## src/logic/csr_pkg.sv

```systemverilog
// Constants, register map, configuration image and state encodings for the
// strap/configuration-select loader and reference selector.
// Assumes a single 250 MHz clock and a synchronous, active-high reset at power-up.
// How it works
// - Strap pin level is sampled at power-up and held until next power-up.
// - Strap high: shared pins act as configuration select inputs hi and lo.
// - Strap low: shared pins act as serial data and clock lines.
// - After sampling, strap pin stops being input and drives reference clock out.
// - Strap high: load configuration 0..3 indexed by select pins; no serial access.
// - Strap low: serial only; boot loads serial defaults if flag set, else config 0.
// - Power-up configuration follows select levels seen at boot; open pin reads low.
// - Select changes followed only with strap high, flag clear, after 10 ms.
// - After a select change, new configuration loads and applies within 1 ms.
// - Manual mode: select pin 0 picks crystal input, 1 picks differential input.
// - Chosen reference is select pin XOR primary source bit.
// - Primary source bit is bit 1 of reference_source_control.
// - Spread settings: center 0.25 to 2.5 percent, down 0.5 to 5 percent.
// - Manual switchover active while upper switch mode bit is 0.
// - Reference change must not glitch the output.
// - Nonvolatile contents restored into registers before serial programming accepted.
package csr_pkg;
	// Clock and timing
	localparam int CLK_KHZ = 250000;
	localparam int SEL_HOLD_MS = 10;
	localparam int SEL_HOLD_CYC = SEL_HOLD_MS * CLK_KHZ;
	localparam int LOAD_LIMIT_MS = 1;
	localparam int LOAD_LIMIT_CYC = LOAD_LIMIT_MS * CLK_KHZ;
	localparam int SEL_STABLE_CYC = 16;
	localparam int HOLD_W = 22;

	// Register offsets and fields
	localparam logic [7:0] REG_DEFAULT_SRC = 8'h00;
	localparam logic [7:0] REG_REF_CTRL = 8'h13;
	localparam int FLD_I2C_DEFAULT = 7;
	localparam int FLD_SS_EN = 6;
	localparam int FLD_SS_DOWN = 5;
	localparam int FLD_SS_AMT_LO = 0;
	localparam int FLD_SS_AMT_W = 5;
	localparam int FLD_PRIM_SRC = 1;
	localparam int FLD_SW_MODE_HI = 7;
	localparam int FLD_SW_MODE_LO = 6;

	// Spread amount codes: center in 0.25 % steps, down in 0.5 % steps
	localparam logic [4:0] SS_AMT_MIN = 5'h01;
	localparam logic [4:0] SS_AMT_MAX = 5'h0A;

	// Serial port address, arbitrary default
	localparam logic [6:0] I2C_DEV_ADDR = 7'h6A;

	// Nonvolatile image: five words of {reg 0x00, reg 0x13}; index 4 = serial defaults
	localparam int NV_WORDS = 5;
	localparam int NV_W = 16;
	localparam logic [2:0] NV_IDX_I2C_DEF = 3'h4;
	localparam logic [NV_WORDS*NV_W-1:0] NV_IMAGE_DEFAULT = 80'h0000_4203_4102_4001_0000;

	typedef enum logic [4:0] {
		LD_BOOT = 5'b00001,
		LD_BOOT_WAIT = 5'b00010,
		LD_READ = 5'b00100,
		LD_WAIT = 5'b01000,
		LD_RUN = 5'b10000
	} csr_ld_e;

	typedef enum logic [4:0] {
		SP_IDLE = 5'b00001,
		SP_ADDR = 5'b00010,
		SP_PTR = 5'b00100,
		SP_WR = 5'b01000,
		SP_RD = 5'b10000
	} csr_sp_e;
endpackage : csr_pkg

```

## src/logic/csr_config_select.sv

```systemverilog
// Top of the strap/configuration-select loader, serial register port and
// reference selector. Shared pins 8/9 are select inputs or open-drain serial lines.
// Assumes all pins are synchronous to i_clk and reset is held at power-up.
`timescale 1ns/10ps
module csr_config_select import csr_pkg::*; #(
	parameter int HOLD_CYC = SEL_HOLD_CYC,
	parameter logic [NV_WORDS*NV_W-1:0] NV_IMAGE = NV_IMAGE_DEFAULT
) (
	input wire logic i_clk,
	input wire logic i_rst,
	input wire logic i_strap_out0_pin,
	output logic o_strap_out0_pin,
	output logic o_strap_out0_pin_oe,
	input wire logic i_shared_hi,
	input wire logic i_shared_lo,
	output logic o_shared_hi,
	output logic o_shared_hi_oe,
	input wire logic i_ref_select_pin,
	input wire logic i_crystal_ref_input,
	input wire logic i_diff_ref_input,
	output logic o_ref_clk,
	output logic o_ref_is_diff,
	output logic o_cfg_loaded,
	output logic [2:0] o_cfg_index,
	output logic o_serial_mode,
	output logic o_ss_en,
	output logic o_ss_down,
	output logic [4:0] o_ss_amount
);
	// All state lives in one packed struct so that reset, next-state and
	// register stay in step. The groups are:
	//  - loader: boot sequencing, strap copy, store index and the hold timer
	//  - image registers: the two live configuration bytes
	//  - reference mux: current selection and the registered output sample
	//  - serial port: line history, bit counter, shifter, pointer and ack drive
	// The hold timer runs once after reset and then stays done. A user who
	// shortens HOLD_CYC for bring-up must keep it above the filter settle
	// time, or the first followed change may see an unsettled select value.
	typedef struct packed {
		csr_ld_e ld;
		logic strap;
		logic loaded;
		logic [2:0] idx;
		logic [HOLD_W-1:0] hold_cnt;
		logic hold_done;
		logic [7:0] reg_dflt;
		logic [7:0] reg_ref;
		logic ref_sel;
		logic ref_out;
		csr_sp_e sp;
		logic scl_p;
		logic sda_p;
		logic [3:0] bits;
		logic [7:0] shift;
		logic [7:0] ptr;
		logic rw;
		logic nack;
		logic sda_oe;
	} csr_top_s;

	csr_top_s st_q;
	csr_top_s st_d;
	logic [1:0] sel_flt;
	logic [NV_W-1:0] nv_rdata;
	logic [2:0] nv_addr;

	// Register read decode, shared by both serial read paths
	function automatic logic [7:0] reg_rd(input logic [7:0] ptr, input logic [7:0] r0,
		input logic [7:0] r13);
		if (ptr == REG_DEFAULT_SRC) begin
			reg_rd = r0;
		end else if (ptr == REG_REF_CTRL) begin
			reg_rd = r13;
		end else begin
			reg_rd = 8'h00;
		end
	endfunction : reg_rd

	// Clamp a spread amount code into the legal range
	function automatic logic [4:0] ss_clamp(input logic [4:0] amt);
		if (amt < SS_AMT_MIN) begin
			ss_clamp = SS_AMT_MIN;
		end else if (amt > SS_AMT_MAX) begin
			ss_clamp = SS_AMT_MAX;
		end else begin
			ss_clamp = amt;
		end
	endfunction : ss_clamp

	// Select pins filtered; only meaningful when the strap chose hardware select
	csr_sel_filter u_sel_filter (
		.i_clk(i_clk),
		.i_rst(i_rst),
		.i_sel({i_shared_hi, i_shared_lo}),
		.o_sel(sel_flt)
	);

	csr_nv_store #(.IMAGE(NV_IMAGE)) u_nv_store (
		.i_clk(i_clk),
		.i_rst(i_rst),
		.i_addr(nv_addr),
		.o_rdata(nv_rdata)
	);

	// Address held in the loader: boot reads word 0 first to learn the flag
	assign nv_addr = st_q.idx;

	always_comb begin
		logic scl_rise;
		logic scl_fall;
		logic sp_start;
		logic sp_stop;
		logic sp_on;
		logic want;
		logic [7:0] rd_byte;
		scl_rise = 1'b0;
		scl_fall = 1'b0;
		sp_start = 1'b0;
		sp_stop = 1'b0;
		sp_on = 1'b0;
		want = 1'b0;
		rd_byte = 8'h00;
		st_d = st_q;

		// Loader: capture strap once, then restore from the store
		unique case (st_q.ld)
			LD_BOOT: begin
				st_d.strap = i_strap_out0_pin;
				st_d.idx = 3'h0;
				st_d.ld = LD_BOOT_WAIT;
			end
			LD_BOOT_WAIT: begin
				// Word 0 now on the read port; its flag steers the boot choice.
				// The boot index uses the pin levels directly: the filter is
				// cleared by reset and has not settled two cycles after release.
				// The pins are tied to a supply or left low while the supply ramps,
				// so they are steady here and need no filtering at boot.
				if (st_q.strap) begin
					st_d.idx = {1'b0, i_shared_hi, i_shared_lo};
				end else if (nv_rdata[NV_W-1-(7-FLD_I2C_DEFAULT)]) begin
					st_d.idx = NV_IDX_I2C_DEF;
				end else begin
					st_d.idx = 3'h0;
				end
				st_d.ld = LD_READ;
			end
			LD_READ: begin
				st_d.ld = LD_WAIT;
			end
			LD_WAIT: begin
				// Two cycles from change to applied, far inside the 1 ms window
				st_d.reg_dflt = nv_rdata[15:8];
				st_d.reg_ref = nv_rdata[7:0];
				st_d.loaded = 1'b1;
				st_d.ld = LD_RUN;
			end
			LD_RUN: begin
				// Follow a filtered select change only when the image allows it
				want = st_q.strap && !st_q.reg_dflt[FLD_I2C_DEFAULT] && st_q.hold_done;
				if (want && ({1'b0, sel_flt} != st_q.idx)) begin
					st_d.idx = {1'b0, sel_flt};
					st_d.ld = LD_READ;
				end
			end
		endcase

		// Ten millisecond hold before select changes may be followed
		if (!st_q.hold_done) begin
			if (st_q.hold_cnt == HOLD_W'(HOLD_CYC - 1)) begin
				st_d.hold_done = 1'b1;
			end else begin
				st_d.hold_cnt = st_q.hold_cnt + HOLD_W'(1);
			end
		end

		// Reference mux with glitch-free hand-over: switch only while both sides low
		if (!st_q.reg_ref[FLD_SW_MODE_HI]) begin
			want = i_ref_select_pin ^ st_q.reg_ref[FLD_PRIM_SRC];
		end else begin
			want = st_q.ref_sel;
		end
		if (want != st_q.ref_sel && !st_q.ref_out &&
			!(want ? i_diff_ref_input : i_crystal_ref_input)) begin
			st_d.ref_sel = want;
		end
		st_d.ref_out = st_d.ref_sel ? i_diff_ref_input : i_crystal_ref_input;

		// Serial port: only with strap low and the restore finished.
		// Line roles: the lo pin is the serial clock, the hi pin the data.
		// Start and stop are recognised from the previous line levels, so a
		// data change while the clock is high always ends or restarts a frame.
		// The host must keep each clock half period at three cycles or more,
		// otherwise the one-cycle ack and data drive delay eats into setup.
		// Hazard: with the port off every frame is dropped without an ack, so
		// a host that starts talking before the load ends sees a missing ack.
		sp_on = st_q.loaded && !st_q.strap && st_q.ld == LD_RUN;
		st_d.scl_p = i_shared_lo;
		st_d.sda_p = i_shared_hi;
		scl_rise = i_shared_lo && !st_q.scl_p;
		scl_fall = !i_shared_lo && st_q.scl_p;
		sp_start = i_shared_lo && st_q.scl_p && st_q.sda_p && !i_shared_hi;
		sp_stop = i_shared_lo && st_q.scl_p && !st_q.sda_p && i_shared_hi;
		if (!sp_on || sp_stop) begin
			st_d.sp = SP_IDLE;
			st_d.sda_oe = 1'b0;
		end else if (sp_start) begin
			st_d.sp = SP_ADDR;
			st_d.bits = 4'h0;
			st_d.sda_oe = 1'b0;
		end else if (st_q.sp != SP_IDLE && scl_rise) begin
			if (st_q.sp == SP_RD && st_q.bits == 4'h8) begin
				st_d.nack = i_shared_hi;
			end else if (st_q.sp == SP_RD) begin
				st_d.shift = {st_q.shift[6:0], 1'b0};
			end else if (st_q.bits < 4'h8) begin
				st_d.shift = {st_q.shift[6:0], i_shared_hi};
			end
			if (st_q.bits < 4'h9) begin
				st_d.bits = st_q.bits + 4'h1;
			end
		end else if (st_q.sp != SP_IDLE && scl_fall) begin
			if (st_q.bits == 4'h8) begin
				// Byte complete: acknowledge unless we are the sender or the address is not ours
				unique case (st_q.sp)
					SP_ADDR: begin
						if (st_q.shift[7:1] == I2C_DEV_ADDR) begin
							st_d.rw = st_q.shift[0];
							st_d.sda_oe = 1'b1;
						end else begin
							st_d.sp = SP_IDLE;
						end
					end
					SP_PTR: begin
						st_d.ptr = st_q.shift;
						st_d.sda_oe = 1'b1;
					end
					SP_WR: begin
						if (st_q.ptr == REG_DEFAULT_SRC) begin
							st_d.reg_dflt = st_q.shift;
						end else if (st_q.ptr == REG_REF_CTRL) begin
							st_d.reg_ref = st_q.shift;
						end
						st_d.ptr = st_q.ptr + 8'h01;
						st_d.sda_oe = 1'b1;
					end
					SP_RD: begin
						st_d.sda_oe = 1'b0;
					end
					default: begin
						st_d.sp = SP_IDLE;
					end
				endcase
			end else if (st_q.bits == 4'h9) begin
				// Acknowledge slot over: move on to the next byte
				st_d.bits = 4'h0;
				st_d.sda_oe = 1'b0;
				rd_byte = reg_rd(st_q.ptr, st_q.reg_dflt, st_q.reg_ref);
				if (st_q.sp == SP_ADDR) begin
					st_d.sp = st_q.rw ? SP_RD : SP_PTR;
					if (st_q.rw) begin
						st_d.shift = rd_byte;
						st_d.sda_oe = !rd_byte[7];
					end
				end else if (st_q.sp == SP_PTR) begin
					st_d.sp = SP_WR;
				end else if (st_q.sp == SP_RD) begin
					if (st_q.nack) begin
						st_d.sp = SP_IDLE;
					end else begin
						rd_byte = reg_rd(st_q.ptr + 8'h01, st_q.reg_dflt, st_q.reg_ref);
						st_d.ptr = st_q.ptr + 8'h01;
						st_d.shift = rd_byte;
						st_d.sda_oe = !rd_byte[7];
					end
				end
			end else if (st_q.sp == SP_RD) begin
				st_d.sda_oe = !st_q.shift[7];
			end
		end
	end

	always_ff @(posedge i_clk) begin
		if (i_rst) begin
			st_q <= '{ld: LD_BOOT, sp: SP_IDLE, default: '0};
		end else begin
			st_q <= st_d;
		end
	end

	// Strap pin turns into the reference output once sampled.
	// The pin is only driven after the capture edge, so the board resistor
	// alone sets the level that is latched.
	// The data line is open drain: the enable pulls it low, the pull-up
	// on the board gives the high level.
	assign o_strap_out0_pin = st_q.ref_out;
	assign o_strap_out0_pin_oe = st_q.ld != LD_BOOT;
	assign o_shared_hi = 1'b0; // Open drain: only ever pulls low
	assign o_shared_hi_oe = st_q.sda_oe;
	assign o_ref_clk = st_q.ref_out;
	assign o_ref_is_diff = st_q.ref_sel;
	assign o_cfg_loaded = st_q.loaded;
	assign o_cfg_index = st_q.idx;
	assign o_serial_mode = !st_q.strap;
	assign o_ss_en = st_q.reg_dflt[FLD_SS_EN];
	assign o_ss_down = st_q.reg_dflt[FLD_SS_DOWN];
	assign o_ss_amount = ss_clamp(st_q.reg_dflt[FLD_SS_AMT_LO +: FLD_SS_AMT_W]);
endmodule : csr_config_select

```

## src/logic/csr_nv_store.sv

```systemverilog
// Nonvolatile configuration store: five words, registered read data.
// Assumes contents are fixed at build time through the image parameter.
`timescale 1ns/10ps
module csr_nv_store import csr_pkg::*; #(
	parameter logic [NV_WORDS*NV_W-1:0] IMAGE = NV_IMAGE_DEFAULT
) (
	input wire logic i_clk,
	input wire logic i_rst,
	input wire logic [2:0] i_addr,
	output logic [NV_W-1:0] o_rdata
);
	logic [NV_W-1:0] rdata_q;

	// One-cycle read latency; out-of-range index reads zero
	always_ff @(posedge i_clk) begin
		if (i_rst) begin
			rdata_q <= '0;
		end else if (int'(i_addr) < NV_WORDS) begin
			rdata_q <= IMAGE[i_addr*NV_W +: NV_W];
		end else begin
			rdata_q <= '0;
		end
	end

	assign o_rdata = rdata_q;
endmodule : csr_nv_store

```

## src/logic/csr_sel_filter.sv

```systemverilog
// Two-bit select synchroniser with stability filter.
// Assumes inputs may change at any time; output moves only after a stable run.
`timescale 1ns/10ps
module csr_sel_filter import csr_pkg::*; (
	input wire logic i_clk,
	input wire logic i_rst,
	input wire logic [1:0] i_sel,
	output logic [1:0] o_sel
);
	typedef struct packed {
		logic [1:0] meta;
		logic [1:0] sync;
		logic [1:0] cand;
		logic [4:0] cnt;
		logic [1:0] sel;
	} csr_flt_s;

	csr_flt_s st_q;
	csr_flt_s st_d;

	// Count how long the synchronised level has matched the candidate
	always_comb begin
		st_d = st_q;
		st_d.meta = i_sel;
		st_d.sync = st_q.meta;
		if (st_q.sync != st_q.cand) begin
			st_d.cand = st_q.sync;
			st_d.cnt = '0;
		end else if (st_q.cnt < 5'(SEL_STABLE_CYC)) begin
			st_d.cnt = st_q.cnt + 5'h01;
		end else begin
			st_d.sel = st_q.cand;
		end
	end

	always_ff @(posedge i_clk) begin
		if (i_rst) begin
			st_q <= '0;
		end else begin
			st_q <= st_d;
		end
	end

	assign o_sel = st_q.sel;
endmodule : csr_sel_filter

```

## config.mk

```make
export PLATFORM = sky130hd
export DESIGN_NAME = csr_config_select
export DESIGN_NICKNAME = d
export VERILOG_FILES = /design/src/logic/csr_pkg.sv /design/src/logic/csr_config_select.sv /design/src/logic/csr_nv_store.sv /design/src/logic/csr_sel_filter.sv
export SDC_FILE = /design/constraint.sdc
export NUM_CORES = 1
export LEC_CHECK = 0
export ABC_AREA = 1
export BUFFER_PORTS_ARGS = -buffer_cell sky130_fd_sc_hd__buf_4
export CORE_MARGIN = 1
export CORE_UTILIZATION = 40
export DETAILED_ROUTE_END_ITERATION = 8
export GPL_ROUTABILITY_DRIVEN = 0
export PLACE_DENSITY = 0.57
export SLEW_MARGIN = 10
export SYNTH_ARGS = -nofsm -noshare
export SYNTH_HDL_FRONTEND = slang
export SYNTH_SLANG_ARGS = --single-unit
```

## constraint.sdc

```tcl
create_clock -name i_clk -period 2.2 [get_ports i_clk]
set_input_delay 0.22 -clock i_clk [delete_from_list [all_inputs] [get_ports i_clk]]
set_output_delay 0.22 -clock i_clk [all_outputs]
set_load 0.1 [all_outputs]
```

# [Word-level counts from Yosys, hierarchy flattened]
# Cells that the tools add are included.
[classes] n_lt_le_gt_ge=6 n_bitwise=9 muxes=90 n_reduce_logical=63 n_eq_ne=41 n_addsub=4 shifts=1
[op_table] cell="8-bit 2-to-1 mux" n=30
[op_table] cell="16-bit 2-to-1 mux" n=14
[op_table] cell="80-bit by 8-bit indexed part select with 16-bit output, first input constant" n=1
[op_table] cell="5-bit 2-to-1 mux" n=11
[op_table] cell="5-bit one-hot mux with 5 select lines" n=1
[op_table] cell="12-bit 2-to-1 mux" n=2
[op_table] cell="22-bit by 1-bit adder with 22-bit output, second input constant" n=1
[op_table] cell="22-bit equality test, second input constant" n=1
[op_table] cell="21-bit 2-to-1 mux" n=1
[op_table] cell="7-bit AND reduction" n=3
[op_table] cell="20-bit 2-to-1 mux" n=1
[op_table] cell="1-bit 2-to-1 mux" n=18
[op_table] cell="1-bit logical AND" n=17
[op_table] cell="8-bit by 5-bit equality test with 1-bit output, second input constant" n=2
[op_table] cell="8-bit logical NOT" n=2
[op_table] cell="8-bit one-hot mux with 2 select lines" n=1
[op_table] cell="3-bit inequality test, second input constant" n=5
[op_table] cell="5-bit by 1-bit inequality test with 1-bit output, second input constant" n=3
[op_table] cell="3-bit nonzero test" n=5
[op_table] cell="5-bit nonzero test" n=3
[op_table] cell="1-bit logical NOT" n=12
[op_table] cell="2-bit inequality test, second input constant" n=6
[op_table] cell="6-bit inequality test, second input constant" n=2
[op_table] cell="11-bit AND reduction" n=1
[op_table] cell="41 further kinds" n=71
[word_totals] regBits=110 word_cells=240 inputBits=8 output_inout_bits=18

# [Logic depth before layout (Yosys ltp)]
[depth] depth_word=27 ltp_mapped=14 mapped_depth_nobuf=14

# [Hierarchy]
# A second synthesis with hierarchy kept.
[hier_totals] hier_cells=868 hier_area_um2=5843.1
[modules_own_cells] mod="csr_config_select" seq_area_each_um2=1621.6 instances=1 area_per_inst_um2=5083.6 cells_each=774
[modules_own_cells] mod="csr_sel_filter" seq_area_each_um2=260.2 instances=1 area_per_inst_um2=526.8 cells_each=68
[modules_own_cells] mod="csr_nv_store" seq_area_each_um2=100.1 instances=1 area_per_inst_um2=232.7 cells_each=26

# [Worst setup path before layout]
# Ideal clock, no wire load.
[synth_timing] path_kind="register to output" startpoint="register st_q[44] (netlist bit)" endpoint="output o_ss_amount[2]" n_path_buf=0 path_slack_ns=-0.211 arrival_time_ns=2.191 path_stages_with_launch=3 path_cell_list="dfxtp_1 or2_2 nor2_1"
[synth_via] elab_chain_len=3 word_cells_on_any_way=4 classes_between="order compare: 2; mux: 2"
[synth_rtl] item="start, declared" line_no="csr_config_select.sv:61" text="csr_top_s st_q;"
[synth_rtl] item="start signal, assigned" line_no="csr_config_select.sv:286" text="st_q <= st_d;"
[synth_rtl] item="5-bit by 4-bit > comparator with 1-bit output" line_no="csr_config_select.sv:83" text="end else if (amt > SS_AMT_MAX) begin"
[synth_rtl] item="5-bit 2-to-1 mux" line_no="csr_config_select.sv:83"
[synth_rtl] item="5-bit 2-to-1 mux (*)" line_no="csr_config_select.sv:81" text="if (amt < SS_AMT_MIN) begin"
[synth_rtl] item="end, declared" line_no="csr_config_select.sv:28" text="output logic [4:0] o_ss_amount"
# Every way passes the cells marked *; elsewhere a longest branch is shown, timed or not.

# [Final worst setup path]
[layout_timing] startpoint="register st_q[49] (netlist bit)" endpoint="register st_q[59] (netlist bit)"
[layout_via] elab_chain_len=3 word_cells_on_any_way=4 classes_between="add/sub: 1; eq/ne: 1; bitwise: 1; reduce/logical: 1"
[layout_rtl] item="branches (longest 3 deep; another with 22-bit by 1-bit adder with 22-bit output)"
# Parallel ways; which one is timed is not known.
# A chain may end at the register's enable or synchronous reset.

==> impl_metrics.tcl <==
set metrics [dict create \
    status "finished clean" \
    ant_nets 0 \
    fin_crit_ns 1.98 \
    worstHoldStart "i_diff_ref_input" \
    worst_pin_slew_ns 0.638 \
    grt_pass1_wl_um 23600 \
    rsz0062_at_grt "true" \
    cts_tree "built" \
    seq_power_share 0.480 \
    nets 864 \
    final_cell_mix "nand2_1, inv_1, dfxtp_1, nor2_1, a21oi_1" \
    die_height_um 119 \
    hold_depth 3 \
    synthArstFlopShare 0 \
    rr_startpoint "st_q[49]" \
    rr_endpoint "st_q[59]" \
    worstSkewPairLatency_ns 0.36 \
    wl_um 14200 \
    path_cells "ha_1 -> nand2_1 -> nor3_1 -> nand4_1 -> nand2_1 -> inv_1 -> nand3_1 -> o21ai_0 -> nor2_1" \
    p_per_area_nw_per_um2 610 \
    finalSetupViolations 0 \
    avgSynthCellArea_um2 6.60 \
    hp-class "in2reg" \
    fmax_mhz 506 \
    fin_skew_ns 0.0107 \
    finalHoldViolCount 0 \
    seq_area_um2 1940 \
    antenna_found_initial 0 \
    holdWs_ns 0.0939 \
    reg2reg_slack_ns 0.22 \
    ys_ff_latch 97 \
    combPwrFrac 0.068 \
    vias 5404 \
    cap_violations 0 \
    core_area_um2 13200 \
    crit_path_max_incr_delay_ns 0.47 \
    io_buffers 23 \
    r2r_cells 9 \
    post-dp-hpwl_um 10400 \
    slew_violations 0 \
    start_util 0.411 \
    clkSinkCount 97 \
    required_ns 2.46 \
    io_pins 26 \
    synth_top_cell_area_share 0.356 \
    slew_headroom 0.574 \
    netlist_area_um2 5450 \
    grt_max_degree 29 \
    clk_pin_slew_ns 0.07 \
    power.switching_mw 1.00 \
    ir_drop_v 0.000435 \
    routed.top_layer "met4" \
    start_kind "flop" \
    synthesis.instances 826 \
    placed_area_um2 5810 \
    track_usage 0.209 \
    cp_common_cell "nand2_1" \
    p_total_mw 3.77 \
    drive_above_1_share 0.118 \
    post_drt_wl_per_cell_um 13.8 \
    switching_share 0.266 \
    path_max_fanout 22 \
    cts_root_buf "clkbuf_16" \
    wl_met1_um 6630 \
    end_kind "flop" \
    die_w_um 119 \
    yosysWarnings 0 \
    grt_pass1_vias 4912 \
    synth_area_leaders "dfxtp_1, nand2_1, inv_1, a21oi_1, nor2_1" \
    grt.overflow.total 0 \
    rows 42 \
    leakagePower_nw 2.52 \
    dieArea_um2 14100 \
    fin_area_um2 6170 \
    crit_slowest_cell "inv_1" \
    cts.path.max_buffers 2 \
    yosysUniqueCellTypes 38 \
    numCtsBuffers 9 \
    multiInputGateArea_um2 2950 \
    cp.arrival_ns 2.23 \
    yosysTopAreaCell "dfxtp_1" \
    clockPowerShare 0.452 \
    fillCellCount 1367 \
    min_to "o_ref_clk" \
    synth_edf_count 0 \
    diodes 0 \
    firstDrtPassIters 6 \
    drt_iter0_drc 434 \
    wl_met3_um 787 \
    viasPerCell 5.25 \
    finalCritPeriodShare 0.898 \
    synth_flop_cell "dfxtp_1" \
    synthToLayoutAreaGrowth_pct 13.3 \
    drcViolationCount 0 \
    intPower_mw 2.77 \
    htree_levels 3 \
    path_class "reg2reg" \
    wl_met2_um 6460 \
    final_common_cell "nand2_1" \
    ys_seq_area_frac 0.356 \
]
-- through the flow --
| stage | setup TNS, ns | utilization | setup slack, ns | instances |
|---|---|---|---|---|
| finish | 0 | 0.466 | 0.225 | 1029 |
| global route | -0.0597 | 0.466 | -0.0327 | 1029 |
| CTS | 0 | 0.463 | 0.171 | 1028 |
| detailed placement | 0 | 0.439 | 0.193 | 1012 |
| global placement | 0 | 0.439 | 0.209 | 1012 |
| floorplan | 0 | - | 0.261 | 827 |
-- sequential cells by signal, indices dropped and copies added (netlist names) --
name,cells
u_sel_filter.st_d,1
u_sel_filter.o_sel,2
o_cfg_index,3
o_ref_is_diff,1
o_shared_hi_oe,1
o_ss_down,1
st_q,71
u_sel_filter.st_q,9
o_ss_en,1
u_nv_store.o_rdata,5
o_cfg_loaded,1
o_ref_clk,1
-- per-layer routing --
layer,vias up,track usage
met2,169,0.336
li1,2733,-
met1,2468,0.273
met4,0,0.0854
met3,34,0.0415
met5,-,0
-- cell families after synthesis --
group | count (synthesis) | synth area share
AND/OR/NAND/NOR | 420 | 0.351
other | 1 | 0.000688
adder cells (fa/ha/maj) | 8 | 0.0184
XOR/XNOR | 17 | 0.0273
buffers and inverters | 141 | 0.106
AO/OA/AOI/OAI | 142 | 0.140
flip-flops | 97 | 0.356
-- power by group through the flow --
stage	registers, mW	logic (mW)	clock network (mW)
4_1_cts	1.81	0.257	1.75
3_3_place_gp	1.85	0.254	0
6_report	1.81	0.256	1.70
2_1_floorplan	1.87	0.180	0
3_5_place_dp	1.85	0.256	0
5_1_grt	1.81	0.276	1.83
-- worst max-delay path: cells and delay by family, from the launching register on --
kind	cells	cell delay (ns)
AO/OA/AOI/OAI	1	0.19
adder cells (fa/ha/maj)	1	0.26
buffers and inverters	1	0.47
flip-flops	1	0.36
AND/OR/NAND/NOR	6	0.59
-- area by class of cell --
type | instances | area share
clock inverter | 7 | 0.0156
timing repair buffer | 39 | 0.0515
multi-input combinational | 589 | 0.478
inverter | 112 | 0.0685
sequential | 97 | 0.315
tap | 176 | 0.0357
clock buffer | 9 | 0.0365
-- worst max-delay path by stage --
stage	start	to	slack (ns)	cells past startpoint
after floorplan	st_q[44]	o_ss_amount[2]	0.26	2
after global placement	st_q[19]	st_q[6]	0.21	12
after detailed placement	st_q[19]	st_q[6]	0.19	12
after CTS	st_q[19]	st_q[6]	0.17	12
after global routing	st_q[49]	st_q[53]	-0.03	9
final	st_q[49]	st_q[59]	0.22	9
-- synthesized netlist by cell type (all sizes together), types with 2 or more instances --
library cell,instances
a211oi,5
a21oi,76
buf,14
clkbuf,15
dfxtp,97
ha,8
inv,112
nand2,194
nand3,51
nand4,33
nor2,100
nor3,29
nor4,7
o211ai,4
o21ai,52
o32ai,2
or2,4
xnor2,7
xor2,10
-- repair_timing --
action,CTS,global route
hold buffers,0,0
setup endpoints to repair,0,13
gates resized for setup,0,7
buffers inserted,0,1
(Power assumes the default switching activity.)
